--- src/verilog/relay_qual_cfg.svh ---
// constants for the relay pulse qualifier timer
`ifndef RELAY_QUAL_CFG_SVH
`define RELAY_QUAL_CFG_SVH
// ***********************************
// timebase
// ***********************************
`define RQ_CLK_PERIOD_NS 10
// ***********************************
// build-time timing, with legal ranges
// ***********************************
`define RQ_QUAL_TIME_US 15000
`define RQ_QUAL_MIN_US 128
`define RQ_QUAL_MAX_US 20000
`define RQ_MAX_TIME_US 150000
`define RQ_MAX_MIN_US 1000
`define RQ_MAX_MAX_US 350000
// least time rounds up, longest time rounds down
`define RQ_QUAL_CYCLES \
  ((`RQ_QUAL_TIME_US * 1000 + `RQ_CLK_PERIOD_NS - 1) / `RQ_CLK_PERIOD_NS)
`define RQ_MAX_CYCLES ((`RQ_MAX_TIME_US * 1000) / `RQ_CLK_PERIOD_NS)
// ***********************************
// register map
// ***********************************
`define RQ_CTRL_OFFS 12'h000
`define RQ_STAT_OFFS 12'h004
`define RQ_CTRL_EN_BIT 0
`define RQ_CTRL_FIXED_BIT 1
`define RQ_CTRL_LOCK_BIT 2
`define RQ_CTRL_TSD_BIT 3
`define RQ_CTRL_RESET 4'h0
`endif

--- src/verilog/relay_qual_pkg.sv ---
// types for the relay pulse qualifier timer
package relay_qual_pkg;
  typedef enum logic {ST_IDLE, ST_DRIVE} drive_state_e;
  typedef logic [31:0] count_t;
endpackage

--- src/verilog/relay_pulse_qualifier_timer.sv ---
// dual-channel command qualifier and coil pulse timer with apb control
//
// Local design decisions: the register offsets and the APB register port.
`timescale 1ns/1ps
`include "relay_qual_cfg.svh"

// Functional notes
// - a command counts only after its input stayed high longer than qualify_time; shorter pulses are dropped.
// - every drive pulse ends when it reaches max_on_time, even if the input stays high.
// - in copy mode the drive lasts as long as the command pulse, capped at max_on_time.
// - in fixed mode the drive lasts exactly max_on_time after any qualified command.
// - the output mode changes neither qualification nor the max_on_time cap.
// - qualify_time is a build-time constant between 128 us and 20 ms.
// - max_on_time is a build-time constant between 1 ms and 350 ms.
// - the drive pulse starts when qualification completes, qualify_time after the rising edge.
// - qualification starts only on a rising edge; a level held high never starts a command.
// - while one channel drives, commands on the other input are discarded.
// - if both inputs qualify together, or one qualifies while the other is pending and the other then qualifies as well, no pulse is issued.
// - enable low, supply_lockout or thermal_shutdown stops all operation; the two indications beat enable.
module relay_pulse_qualifier_timer
  import relay_qual_pkg::*;
#(
  parameter count_t QUAL_CYCLES = `RQ_QUAL_CYCLES,
  parameter count_t MAX_CYCLES = `RQ_MAX_CYCLES
) (
  // clock and reset
  input wire logic pclk,
  input wire logic presetn,
  // apb slave
  input wire logic psel,
  input wire logic penable,
  input wire logic pwrite,
  input wire logic [11:0] paddr,
  input wire logic [31:0] pwdata,
  output logic [31:0] prdata,
  output logic pready,
  output logic pslverr,
  // command inputs
  input wire logic coil_cmd_a,
  input wire logic coil_cmd_b,
  // open-drain coil drives
  input wire logic coil_drive_a_in,
  output logic coil_drive_a_out,
  output logic coil_drive_a_oe,
  input wire logic coil_drive_b_in,
  output logic coil_drive_b_out,
  output logic coil_drive_b_oe
);

  // ***********************************
  // pin synchronisers
  // ***********************************
  logic [1:0] cmd_pin;
  logic [1:0] pad_pin;
  logic [1:0] cmd_s1_reg;
  logic [1:0] cmd_s2_reg;
  logic [1:0] cmd_d_reg;
  logic [1:0] pad_s1_reg;
  logic [1:0] pad_s2_reg;
  logic [1:0] rise;

  assign cmd_pin = {coil_cmd_b, coil_cmd_a};
  assign pad_pin = {coil_drive_b_in, coil_drive_a_in};

  genvar g;
  generate
    for (g = 0; g < 2; g++) begin : g_sync
      always_ff @(posedge pclk or negedge presetn) begin
        if (!presetn) begin
          cmd_s1_reg[g] <= 1'b0;
          cmd_s2_reg[g] <= 1'b0;
          cmd_d_reg[g] <= 1'b0;
          pad_s1_reg[g] <= 1'b0;
          pad_s2_reg[g] <= 1'b0;
        end else begin
          cmd_s1_reg[g] <= cmd_pin[g];
          cmd_s2_reg[g] <= cmd_s1_reg[g];
          cmd_d_reg[g] <= cmd_s2_reg[g];
          pad_s1_reg[g] <= pad_pin[g];
          pad_s2_reg[g] <= pad_s1_reg[g];
        end
      end
      // edge, not level: a stuck-high source never fires
      assign rise[g] = cmd_s2_reg[g] & ~cmd_d_reg[g];
    end
  endgenerate

  // ***********************************
  // state
  // ***********************************
  drive_state_e state_reg, state_next;
  logic ch_reg, ch_next;
  logic [1:0] qact_reg, qact_next;
  logic [1:0] qdone_reg, qdone_next;
  logic [1:0] fell_reg, fell_next;
  count_t wcnt_reg [2];
  count_t wcnt_next [2];
  count_t dcnt_reg, dcnt_next;
  logic [1:0] oe_reg, oe_next;
  logic [3:0] ctrl_reg, ctrl_next;
  logic [31:0] prdata_reg, prdata_next;
  logic run;
  logic fixed_mode;
  logic apb_setup;
  logic apb_access;
  logic apb_hit;
  logic drive_end;

  // protection indications override enable
  assign run = ctrl_reg[`RQ_CTRL_EN_BIT] & ~ctrl_reg[`RQ_CTRL_LOCK_BIT]
             & ~ctrl_reg[`RQ_CTRL_TSD_BIT];
  assign fixed_mode = ctrl_reg[`RQ_CTRL_FIXED_BIT];

  // ***********************************
  // qualifier and pulse timer
  // ***********************************
  always_comb begin
    state_next = state_reg;
    ch_next = ch_reg;
    qact_next = qact_reg;
    qdone_next = qdone_reg;
    fell_next = fell_reg;
    wcnt_next = wcnt_reg;
    dcnt_next = dcnt_reg;
    drive_end = 1'b0;
    if (!run) begin
      state_next = ST_IDLE;
      qact_next = 2'b00;
      qdone_next = 2'b00;
      fell_next = 2'b00;
      dcnt_next = '0;
    end else if (state_reg == ST_IDLE) begin
      for (int i = 0; i < 2; i++) begin
        if (!qact_reg[i]) begin
          if (rise[i]) begin
            qact_next[i] = 1'b1;
            wcnt_next[i] = count_t'(1);
            fell_next[i] = 1'b0;
            qdone_next[i] = 1'b0;
          end
        end else if (!cmd_s2_reg[i]) begin
          // short pulse: dropped without a trace
          qact_next[i] = 1'b0;
          qdone_next[i] = 1'b0;
        end else begin
          if (wcnt_reg[i] < MAX_CYCLES) begin
            wcnt_next[i] = wcnt_reg[i] + count_t'(1);
          end
          if (wcnt_reg[i] >= QUAL_CYCLES) begin
            qdone_next[i] = 1'b1;
          end
        end
      end
      if (qdone_reg == 2'b11) begin
        qact_next = 2'b00;
        qdone_next = 2'b00;
      end else begin
        for (int i = 0; i < 2; i++) begin
          // other side still qualifying: hold the result pending
          if (qdone_reg[i] && !qact_reg[1 - i]) begin
            state_next = ST_DRIVE;
            ch_next = i[0];
            dcnt_next = '0;
            qact_next = 2'b00;
            qdone_next = 2'b00;
          end
        end
      end
    end else begin
      // other input is not looked at while driving
      if (!cmd_s2_reg[ch_reg]) begin
        fell_next[ch_reg] = 1'b1;
      end else if (!fell_reg[ch_reg] && wcnt_reg[ch_reg] < MAX_CYCLES) begin
        wcnt_next[ch_reg] = wcnt_reg[ch_reg] + count_t'(1);
      end
      dcnt_next = dcnt_reg + count_t'(1);
      if (dcnt_reg >= MAX_CYCLES - count_t'(1)) begin
        drive_end = 1'b1;
      end
      if (!fixed_mode && fell_reg[ch_reg] &&
          dcnt_reg + count_t'(1) >= wcnt_reg[ch_reg]) begin
        drive_end = 1'b1;
      end
      // fixed mode ends only on the cap
      if (drive_end) begin
        state_next = ST_IDLE;
        fell_next = 2'b00;
        dcnt_next = '0;
      end
    end
    oe_next[0] = (state_next == ST_DRIVE) && !ch_next;
    oe_next[1] = (state_next == ST_DRIVE) && ch_next;
  end

  always_ff @(posedge pclk or negedge presetn) begin
    if (!presetn) begin
      state_reg <= ST_IDLE;
      ch_reg <= 1'b0;
      qact_reg <= 2'b00;
      qdone_reg <= 2'b00;
      fell_reg <= 2'b00;
      wcnt_reg[0] <= '0;
      wcnt_reg[1] <= '0;
      dcnt_reg <= '0;
      oe_reg <= 2'b00;
    end else begin
      state_reg <= state_next;
      ch_reg <= ch_next;
      qact_reg <= qact_next;
      qdone_reg <= qdone_next;
      fell_reg <= fell_next;
      wcnt_reg <= wcnt_next;
      dcnt_reg <= dcnt_next;
      oe_reg <= oe_next;
    end
  end

  // drain only pulls low; the pad is released otherwise
  assign coil_drive_a_out = 1'b0;
  assign coil_drive_b_out = 1'b0;
  assign coil_drive_a_oe = oe_reg[0];
  assign coil_drive_b_oe = oe_reg[1];

  // ***********************************
  // apb registers
  // ***********************************
  assign apb_setup = psel & ~penable;
  assign apb_access = psel & penable;
  assign apb_hit = (paddr == `RQ_CTRL_OFFS) || (paddr == `RQ_STAT_OFFS);

  always_comb begin
    ctrl_next = ctrl_reg;
    prdata_next = prdata_reg;
    if (apb_access && pwrite && paddr == `RQ_CTRL_OFFS) begin
      ctrl_next = pwdata[3:0];
    end
    // read data captured in setup so the access phase needs no wait
    if (apb_setup) begin
      prdata_next = 32'h0000_0000;
      if (paddr == `RQ_CTRL_OFFS) begin
        prdata_next = {28'h0000000, ctrl_reg};
      end else if (paddr == `RQ_STAT_OFFS) begin
        prdata_next = {23'h0, run, pad_s2_reg, cmd_s2_reg, qact_reg,
                       oe_reg};
      end
    end
  end

  always_ff @(posedge pclk or negedge presetn) begin
    if (!presetn) begin
      ctrl_reg <= `RQ_CTRL_RESET;
      prdata_reg <= 32'h0000_0000;
    end else begin
      ctrl_reg <= ctrl_next;
      prdata_reg <= prdata_next;
    end
  end

  assign prdata = prdata_reg;
  assign pready = 1'b1;
  assign pslverr = apb_access & ~apb_hit;

  // ***********************************
  // assertions
  // ***********************************
  property p_drive_needs_qual;
    @(posedge pclk) disable iff (!presetn)
      $rose(oe_reg[0]) |-> $past(qdone_reg[0]) && !$past(qdone_reg[1]);
  endproperty
  a_drive_needs_qual: assert property (p_drive_needs_qual)
    else $error("drive a started without qualification");

  property p_max_cap;
    @(posedge pclk) disable iff (!presetn)
      (oe_reg != 2'b00) |-> (dcnt_reg < MAX_CYCLES);
  endproperty
  a_max_cap: assert property (p_max_cap)
    else $error("drive pulse exceeded max_on_time");

  property p_copy_end;
    @(posedge pclk) disable iff (!presetn)
      (state_reg == ST_DRIVE && !fixed_mode && fell_reg[ch_reg] &&
       dcnt_reg + count_t'(1) >= wcnt_reg[ch_reg]) |=> (oe_reg == 2'b00);
  endproperty
  a_copy_end: assert property (p_copy_end)
    else $error("copy mode drive outlived command width");

  property p_fixed_hold;
    @(posedge pclk) disable iff (!presetn)
      (state_reg == ST_DRIVE && fixed_mode && run &&
       dcnt_reg < MAX_CYCLES - count_t'(1) && !(apb_access && pwrite))
      |=> (state_reg == ST_DRIVE) && $stable(ch_reg);
  endproperty
  a_fixed_hold: assert property (p_fixed_hold)
    else $error("fixed mode drive ended before max_on_time");

  property p_start_on_qual;
    @(posedge pclk) disable iff (!presetn)
      (state_reg == ST_IDLE && qdone_reg == 2'b10 && !qact_reg[0] && run &&
       !(apb_access && pwrite)) |=> (oe_reg == 2'b10);
  endproperty
  a_start_on_qual: assert property (p_start_on_qual)
    else $error("drive b did not start on qualification");

  property p_start_on_edge;
    @(posedge pclk) disable iff (!presetn)
      $rose(qact_reg[1]) |-> $past(rise[1]);
  endproperty
  a_start_on_edge: assert property (p_start_on_edge)
    else $error("qualification began without a rising edge");

  property p_other_ignored;
    @(posedge pclk) disable iff (!presetn)
      (state_reg == ST_DRIVE) |-> (qact_reg == 2'b00) && (oe_reg != 2'b11);
  endproperty
  a_other_ignored: assert property (p_other_ignored)
    else $error("command accepted during a drive pulse");

  property p_xor;
    @(posedge pclk) disable iff (!presetn)
      (qdone_reg == 2'b11 && state_reg == ST_IDLE)
      |=> (oe_reg == 2'b00) ##1 (oe_reg == 2'b00);
  endproperty
  a_xor: assert property (p_xor)
    else $error("pulse issued after both inputs qualified");

  property p_disable;
    @(posedge pclk) disable iff (!presetn)
      !run |=> (oe_reg == 2'b00) && (qact_reg == 2'b00);
  endproperty
  a_disable: assert property (p_disable)
    else $error("activity while disabled");

endmodule

--- config.mk ---
export PLATFORM = sky130hd
export DESIGN_NAME = relay_pulse_qualifier_timer
export DESIGN_NICKNAME = d
export VERILOG_FILES = /design/src/verilog/relay_qual_pkg.sv /design/src/verilog/relay_pulse_qualifier_timer.sv
export VERILOG_INCLUDE_DIRS = /design/src /design/src/verilog
export SDC_FILE = /design/constraint.sdc
export NUM_CORES = 1
export LEC_CHECK = 0
export ABC_CLOCK_PERIOD_IN_PS = 5050
export BUFFER_PORTS_ARGS = -buffer_cell sky130_fd_sc_hd__buf_4
export CAP_MARGIN = 20
export CORE_MARGIN = 2
export CORE_UTILIZATION = 40
export DETAILED_ROUTE_END_ITERATION = 10
export PLACE_DENSITY = 0.69
export SYNTH_ARGS = -nofsm -noshare
export SYNTH_HDL_FRONTEND = slang
export SYNTH_SLANG_ARGS = --single-unit
--- constraint.sdc ---
create_clock -name pclk -period 5.05 [get_ports pclk]
set_clock_uncertainty 0.2 [all_clocks]
set_input_delay 0.505 -clock pclk [delete_from_list [all_inputs] [get_ports pclk]]
set_output_delay 0.505 -clock pclk [all_outputs]
set_load 0.01 [all_outputs]
==> results of run 1 <==
per-layer routing:
layer  routed length (um)  share of wire  up-vias  global-route usage
met2                12200           0.47      355               0.354
met4                  652          0.025        0              0.0743
li1                     -              -     3838                   -
met1                11300           0.43     3945               0.291
met3                 1780          0.069       52              0.0392
met5                    0              0        -                   0
critical path, cell delays in order, from the launching register on:
cell and delay, ns:
dfrtp_1 0.43, and3_1 0.30, nand3_1 0.19, or3_1 0.51, nor2_1 0.23, and3_1 0.34, nand3_1 0.13, xnor2_1 0.14
ha_1 0.31, a21o_1 0.16, a221o_1 0.31, nand2_1 0.10, o2111ai_1 0.16, a311oi_4 0.34, buf_4 0.32, or2b_1 0.25
a31oi_1 0.15
cells by family (layout without fill, tap and decap cells):
| kind of cell | Yosys count | after routing | share of synthesized area |
|---|---|---|---|
| simple gates | 378 | 378 | 0.227 |
| compound gates | 294 | 294 | 0.216 |
| flops | 129 | 129 | 0.349 |
| buf+inv | 121 | 112 | 0.0704 |
| xor+xnor | 46 | 46 | 0.0436 |
| mux | 40 | 40 | 0.0445 |
| fa+ha+maj | 36 | 36 | 0.0487 |
| other cells | 2 | 26 | 0.000812 |
placed cells by master, fill, tap and decap left out, drive strengths merged, types with 21 or more instances in the layout:
cell   instances
nand2         72
ha            36
nor2          75
a21oi         65
conb          26
dfrtp        129
nand3         41
nor3          21
inv           27
and3          30
o21ai         64
nand4         37
a31oi         22
and2          29
xor2          21
a22o          24
buf           55
xnor2         25
o22ai         22
mux2i         34
final cells by class:
| class | instances | area [sq um] |
|---|---|---|
| well taps | 285 | 357 |
| flip-flops and latches | 129 | 3230 |
| clock buffers | 18 | 429 |
| repair buffers | 60 | 479 |
| fillers | 2146 | 12500 |
| clock inverters | 14 | 148 |
| inverters | 20 | 75.1 |
| multi-input cells | 820 | 5470 |
through the flow:
| stage | cells | hold WS [ns] | area, sq um | utilization |
|---|---|---|---|---|
| 6_report | 1346 | 0.0971 | 10200 | 0.450 |
| 5_1_grt | 1346 | 0.0849 | 10200 | 0.450 |
| 4_1_cts | 1346 | 0.0870 | 10200 | 0.450 |
| 3_5_place_dp | 1309 | 0.136 | 9560 | 0.422 |
| 3_3_place_gp | 1309 | 0.133 | 9560 | 0.422 |
| 2_1_floorplan | 1070 | 0.00941 | 9340 | - |
where the power goes:
| part | switching, mW | internal [mW] | leakage, nW |
|---|---|---|---|
| combinational | 0.0388 | 0.0191 | 2.33 |
| clock | 0.524 | 0.696 | 0.280 |
| sequential | 0.00361 | 1.04 | 1.78 |
final timing paths:
kind,slack (ns),endpoint
worst max-delay path,0.39,dcnt_reg[13]$_DFFE_PN0P_
worst min-delay path,0.1,ctrl_reg[1]$_DFFE_PN0P_
worst max register to register,0.39,dcnt_reg[13]$_DFFE_PN0P_
worst min register to register,0.15,cmd_s2_reg[1]$_DFF_PN0_
max in group asynchronous,3.09,wcnt_reg[13]$_DFFE_PN0P_
min in group asynchronous,0.51,cmd_s2_reg[0]$_DFF_PN0_
==> results.toml, run 1 <==
[worst_setup_path]
worstPathRequired_ns = 5.21
worstRegToRegCells = 16
crit_arrival_ns = 4.82
worstPathMaxFanout = 20
critPathLaunch = "dcnt_reg[7]$_DFFE_PN0P_"
endpoint_kind = "register"
critPathLaunchType = "register"
criticalPathCategory = "reg -> reg"
r2r_start = "dcnt_reg[7]$_DFFE_PN0P_"

[cts]
cts_hold_buffers = 5
path_clk_slew_ns = 0.07
cts_setup_buffers = 0
htree_levels = 4
clk_path_buf_depth = 2
cts_buffers = 17
cts_root_buf = "clkbuf_16"
insertion_delay_ns = 0.44
cts_resized = 0
cts_sinks = 129
tritoncts = "built"

[detailed_routing]
wl_mm = 25.9
drc = 0
routedWlPerCell_um = 19.3
vias_per_cell = 6.08
via_count = 8190
drt_first_pass_iters = 5
drt.antenna.violating_nets = 0
drt_iter0_markers = 848

[power_and_ir_drop]
p_total_mw = 2.32
power.leakage_nw = 4.39
power.density_mw_per_mm2 = 228
vdd_ir_drop_max_uv = 226

[global_routing]
grt_max_degree = 91
grt_remaining_overflow = 0
antenna_found_initial = 0
grt_pass1_vias = 7689
grt_usage = 0.217
grt_pass1_wl_mm = 41.5

[placed_design]
gp_congestion = 0.945
dp_hpwl_mm = 18.6
dp_slack_ns = 0.404
io_buffers = 36

[timing]
finalMaxSlewViolations = 0
hold_violations = 0
layout_worst_path_cycle_share = 0.923
rsz0062_at_grt = "false"
final.setup.worst_slack_ns = 0.389
max_freq_mhz = 215
setup_viol = 0
final.min_clock_period_ns = 4.66
slew_headroom = 0.358
tns_ns = 0
tightest_slew_ns = 0.954

[die]
core-area_sq_mm = 0.0226
initial_core_util = 0.408
io_pins = 91
rows = 55
die_w_um = 156
dieHeight_um = 156
dieArea_sq_mm = 0.0244

[synthesis]
postSynthAreaPerCell_sq_um = 8.84
yosys_warnings = 0
synth-main-ff-cell = "dfrtp_1"
async_flop_share = 1.00
yosysMostFrequentCell = "dfrtp_1"
netlist_area_sq_mm = 0.00925
synth-seq-cells = 129
synthDistinctLibCells = 89
synth_top_area_frac = 0.349
ys_seq_area_frac = 0.349
synth_common_cells = "dfrtp_1, nor2_1, nand2_1, a21oi_1, o21ai_0"
synthCells = 1046
synth-edff-count = 0
synth_top_area_cell = "dfrtp_1"
synthTopCellsByArea = "dfrtp_1, ha_1, mux2i_1"

[cells_and_area]
finalNetCount = 1137
drive_above_1_share = 0.120
diodes = 0
largest_reg_flops = 64
area_growth_pct = 10.2

[hold_path]
hold_path_depth = 2
hold_class = "in -> reg"
min_from = "pwdata[1]"

[job]
cap_violations = 0

[status]
status = "completed"
(Power assumes the default switching activity.)
==> run 2: changes to the inputs <==
--- a/config.mk
+++ b/config.mk
@@ -12,7 +12,6 @@
 export CORE_MARGIN = 2
 export CORE_UTILIZATION = 40
 export DETAILED_ROUTE_END_ITERATION = 10
-export PLACE_DENSITY = 0.69
 export SYNTH_ARGS = -nofsm -noshare
 export SYNTH_HDL_FRONTEND = slang
 export SYNTH_SLANG_ARGS = --single-unit
==> run 2 against run 1 <==
Maximum frequency rose by 0.59%. Wire length grew 1.7%. Setup slack improved by 0.027 ns. Sequential share of layout area is 0.14 points higher. First-iteration DRC count down 6.0%. Critical path depth did not move. Design area fell by 0.44%. Critical path type unchanged. Critical endpoint unchanged. Largest power group unchanged.
==> results.toml, run 2 (same netlist as run 1, synthesis figures left out) <==
[status]
status = "completed"

[placed_design]
gp_congestion = 0.912
dp_slack_ns = 0.449
dp_hpwl_mm = 19.0
io_buffers = 36

[detailed_routing]
wl_met1_mm = 11.8
routed.top_layer = "met4"
drc = 0
drt_iter0_markers = 797
wl_met2_mm = 12.0
via_count = 8099
wl_mm = 26.4
route.met3.wl_mm = 1.82
routedWlPerCell_um = 19.6
vias_per_cell = 6.03
drt.antenna.violating_nets = 0
drt_first_pass_iters = 5

[die]
io_pins = 91
core-area_sq_mm = 0.0226
dieHeight_um = 156
dieArea_sq_mm = 0.0244
initial_core_util = 0.408
die_w_um = 156
rows = 55

[hold_path]
hold_path_depth = 2
min_to = "ctrl_reg[3]$_DFFE_PN0P_"
min_from = "pwdata[3]"
hold_class = "in -> reg"

[worst_setup_path]
crit_chain = "and3_1, nand3_1, or3_1, nor2_1, and3_1, nand3_1, xnor2_1, ha_1, a21o_1, a221o_1, nand2_1, o2111ai_1, a311oi_4, buf_4, or2b_1, a31oi_1"
timing.rr.end = "dcnt_reg[13]$_DFFE_PN0P_"
critPathLaunchType = "register"
ff2ff_setup_slack_ns = 0.42
r2r_start = "dcnt_reg[7]$_DFFE_PN0P_"
endpoint_kind = "register"
worstRegToRegCells = 16
path_buf_inv = 1
crit_arrival_ns = 4.78
worstPathMaxFanout = 25
crit_slowest_cell = "or3_1"
criticalPathCategory = "reg -> reg"
cpPeakStageDelay_ns = 0.51
worstPathRequired_ns = 5.20
crit_family = "simple AND/OR/NAND/NOR gates"

[cts]
clk_path_buf_depth = 2
cts_root_buf = "clkbuf_16"
tritoncts = "built"
htree_levels = 4
cts_hold_buffers = 5
cts_resized = 0
cts_setup_buffers = 0
cts_sinks = 129
path_clk_slew_ns = 0.06
insertion_delay_ns = 0.43
cts_buffers = 17

[timing]
tightest_slew_ns = 0.913
finalMaxSlewViolations = 0
max_freq_mhz = 216
tns_ns = 0
setup_viol = 0
rsz0062_at_grt = "false"
final.setup.worst_slack_ns = 0.417
final.min_clock_period_ns = 4.63
whs_ns = 0.108
layout_worst_path_cycle_share = 0.918
slew_headroom = 0.389
hold_violations = 0

[power_and_ir_drop]
power.leakage_nw = 4.36
vdd_ir_drop_max_uv = 193
power.density_mw_per_mm2 = 226

[cells_and_area]
finalNetCount = 1135
ff_latch_area_sq_mm = 0.00323
largest_reg_flops = 64
final_core_util = 0.448
area_growth_pct = 9.67
diodes = 0
drive_above_1_share = 0.117
fill_cells = 2146
multiInputGateArea_sq_mm = 0.00547
final_cell_mix = "dfrtp_1, nor2_1, nand2_1, a21oi_1, o21ai_0"
final_common_cell = "dfrtp_1"

[global_routing]
grt_usage = 0.225
grt_pass1_wl_mm = 43.0
grt_remaining_overflow = 0
antenna_found_initial = 0
grt_max_degree = 88
grt_pass1_vias = 7929

[job]
cap_violations = 0
[run 2: changes by cell type in the layout (fill, tap and decap cells not counted)]
cell | previous run | this run
clkinvlp_4 | 2 | 4
clkbuf_1 | 1 | 2
clkinv_4 | 2 | 1
inv_8 | 4 | 0
inv_6 | 4 | 6
buf_4 | 53 | 52
buf_12 | 1 | 0
[run 2: how the worst max path moves through the flow]
| stage | startpoint | end | slack (ns) | depth (start not counted) |
|---|---|---|---|---|
| detailed placement | dcnt_reg[7]$_DFFE_PN0P_ | dcnt_reg[13]$_DFFE_PN0P_ | 0.45 | 16 |
| global placement | dcnt_reg[7]$_DFFE_PN0P_ | dcnt_reg[13]$_DFFE_PN0P_ | 0.48 | 16 |
| CTS | dcnt_reg[7]$_DFFE_PN0P_ | dcnt_reg[13]$_DFFE_PN0P_ | 0.42 | 16 |
| floorplan | dcnt_reg[7]$_DFFE_PN0P_ | dcnt_reg[17]$_DFFE_PN0P_ | 1.03 | 19 |
| finish | dcnt_reg[7]$_DFFE_PN0P_ | dcnt_reg[13]$_DFFE_PN0P_ | 0.42 | 16 |
| global route | dcnt_reg[6]$_DFFE_PN0P_ | dcnt_reg[13]$_DFFE_PN0P_ | 0.11 | 16 |
[run 2: per-layer routing]
metal  vias up  global-route usage
met2       298               0.349
met5         -                   0
met1      3923               0.309
met4         0              0.0843
met3        46              0.0469
li1       3832                   -
[run 2: area by class of cell]
| type | count | share of cell area |
|---|---|---|
| Clock buffer | 19 | 0.0427 |
| Tap cell | 285 | 0.0352 |
| Timing Repair Buffer | 58 | 0.0445 |
| Inverter | 20 | 0.00740 |
| Clock inverter | 13 | 0.0125 |
| Sequential cell | 129 | 0.318 |
| Multi-Input combinational cell | 820 | 0.539 |
[run 2: where the power goes]
group	switching [mW]	internal [mW]	total, mW
Clock	0.512	0.685	1.20
Combinational	0.0386	0.0191	0.0577
Sequential	0.00390	1.04	1.04
Total	0.554	1.74	2.30
[run 2: per-stage QoR]
| stage | area, sq um | cells | total power, mW |
|---|---|---|---|
| after detailed placement | 9530 | 1307 | 1.12 |
| after global routing | 10100 | 1344 | 2.37 |
| after global placement | 9530 | 1307 | 1.12 |
| after floorplan | 9340 | 1070 | 1.09 |
| final | 10100 | 1344 | 2.30 |
| after CTS | 10100 | 1344 | 2.32 |
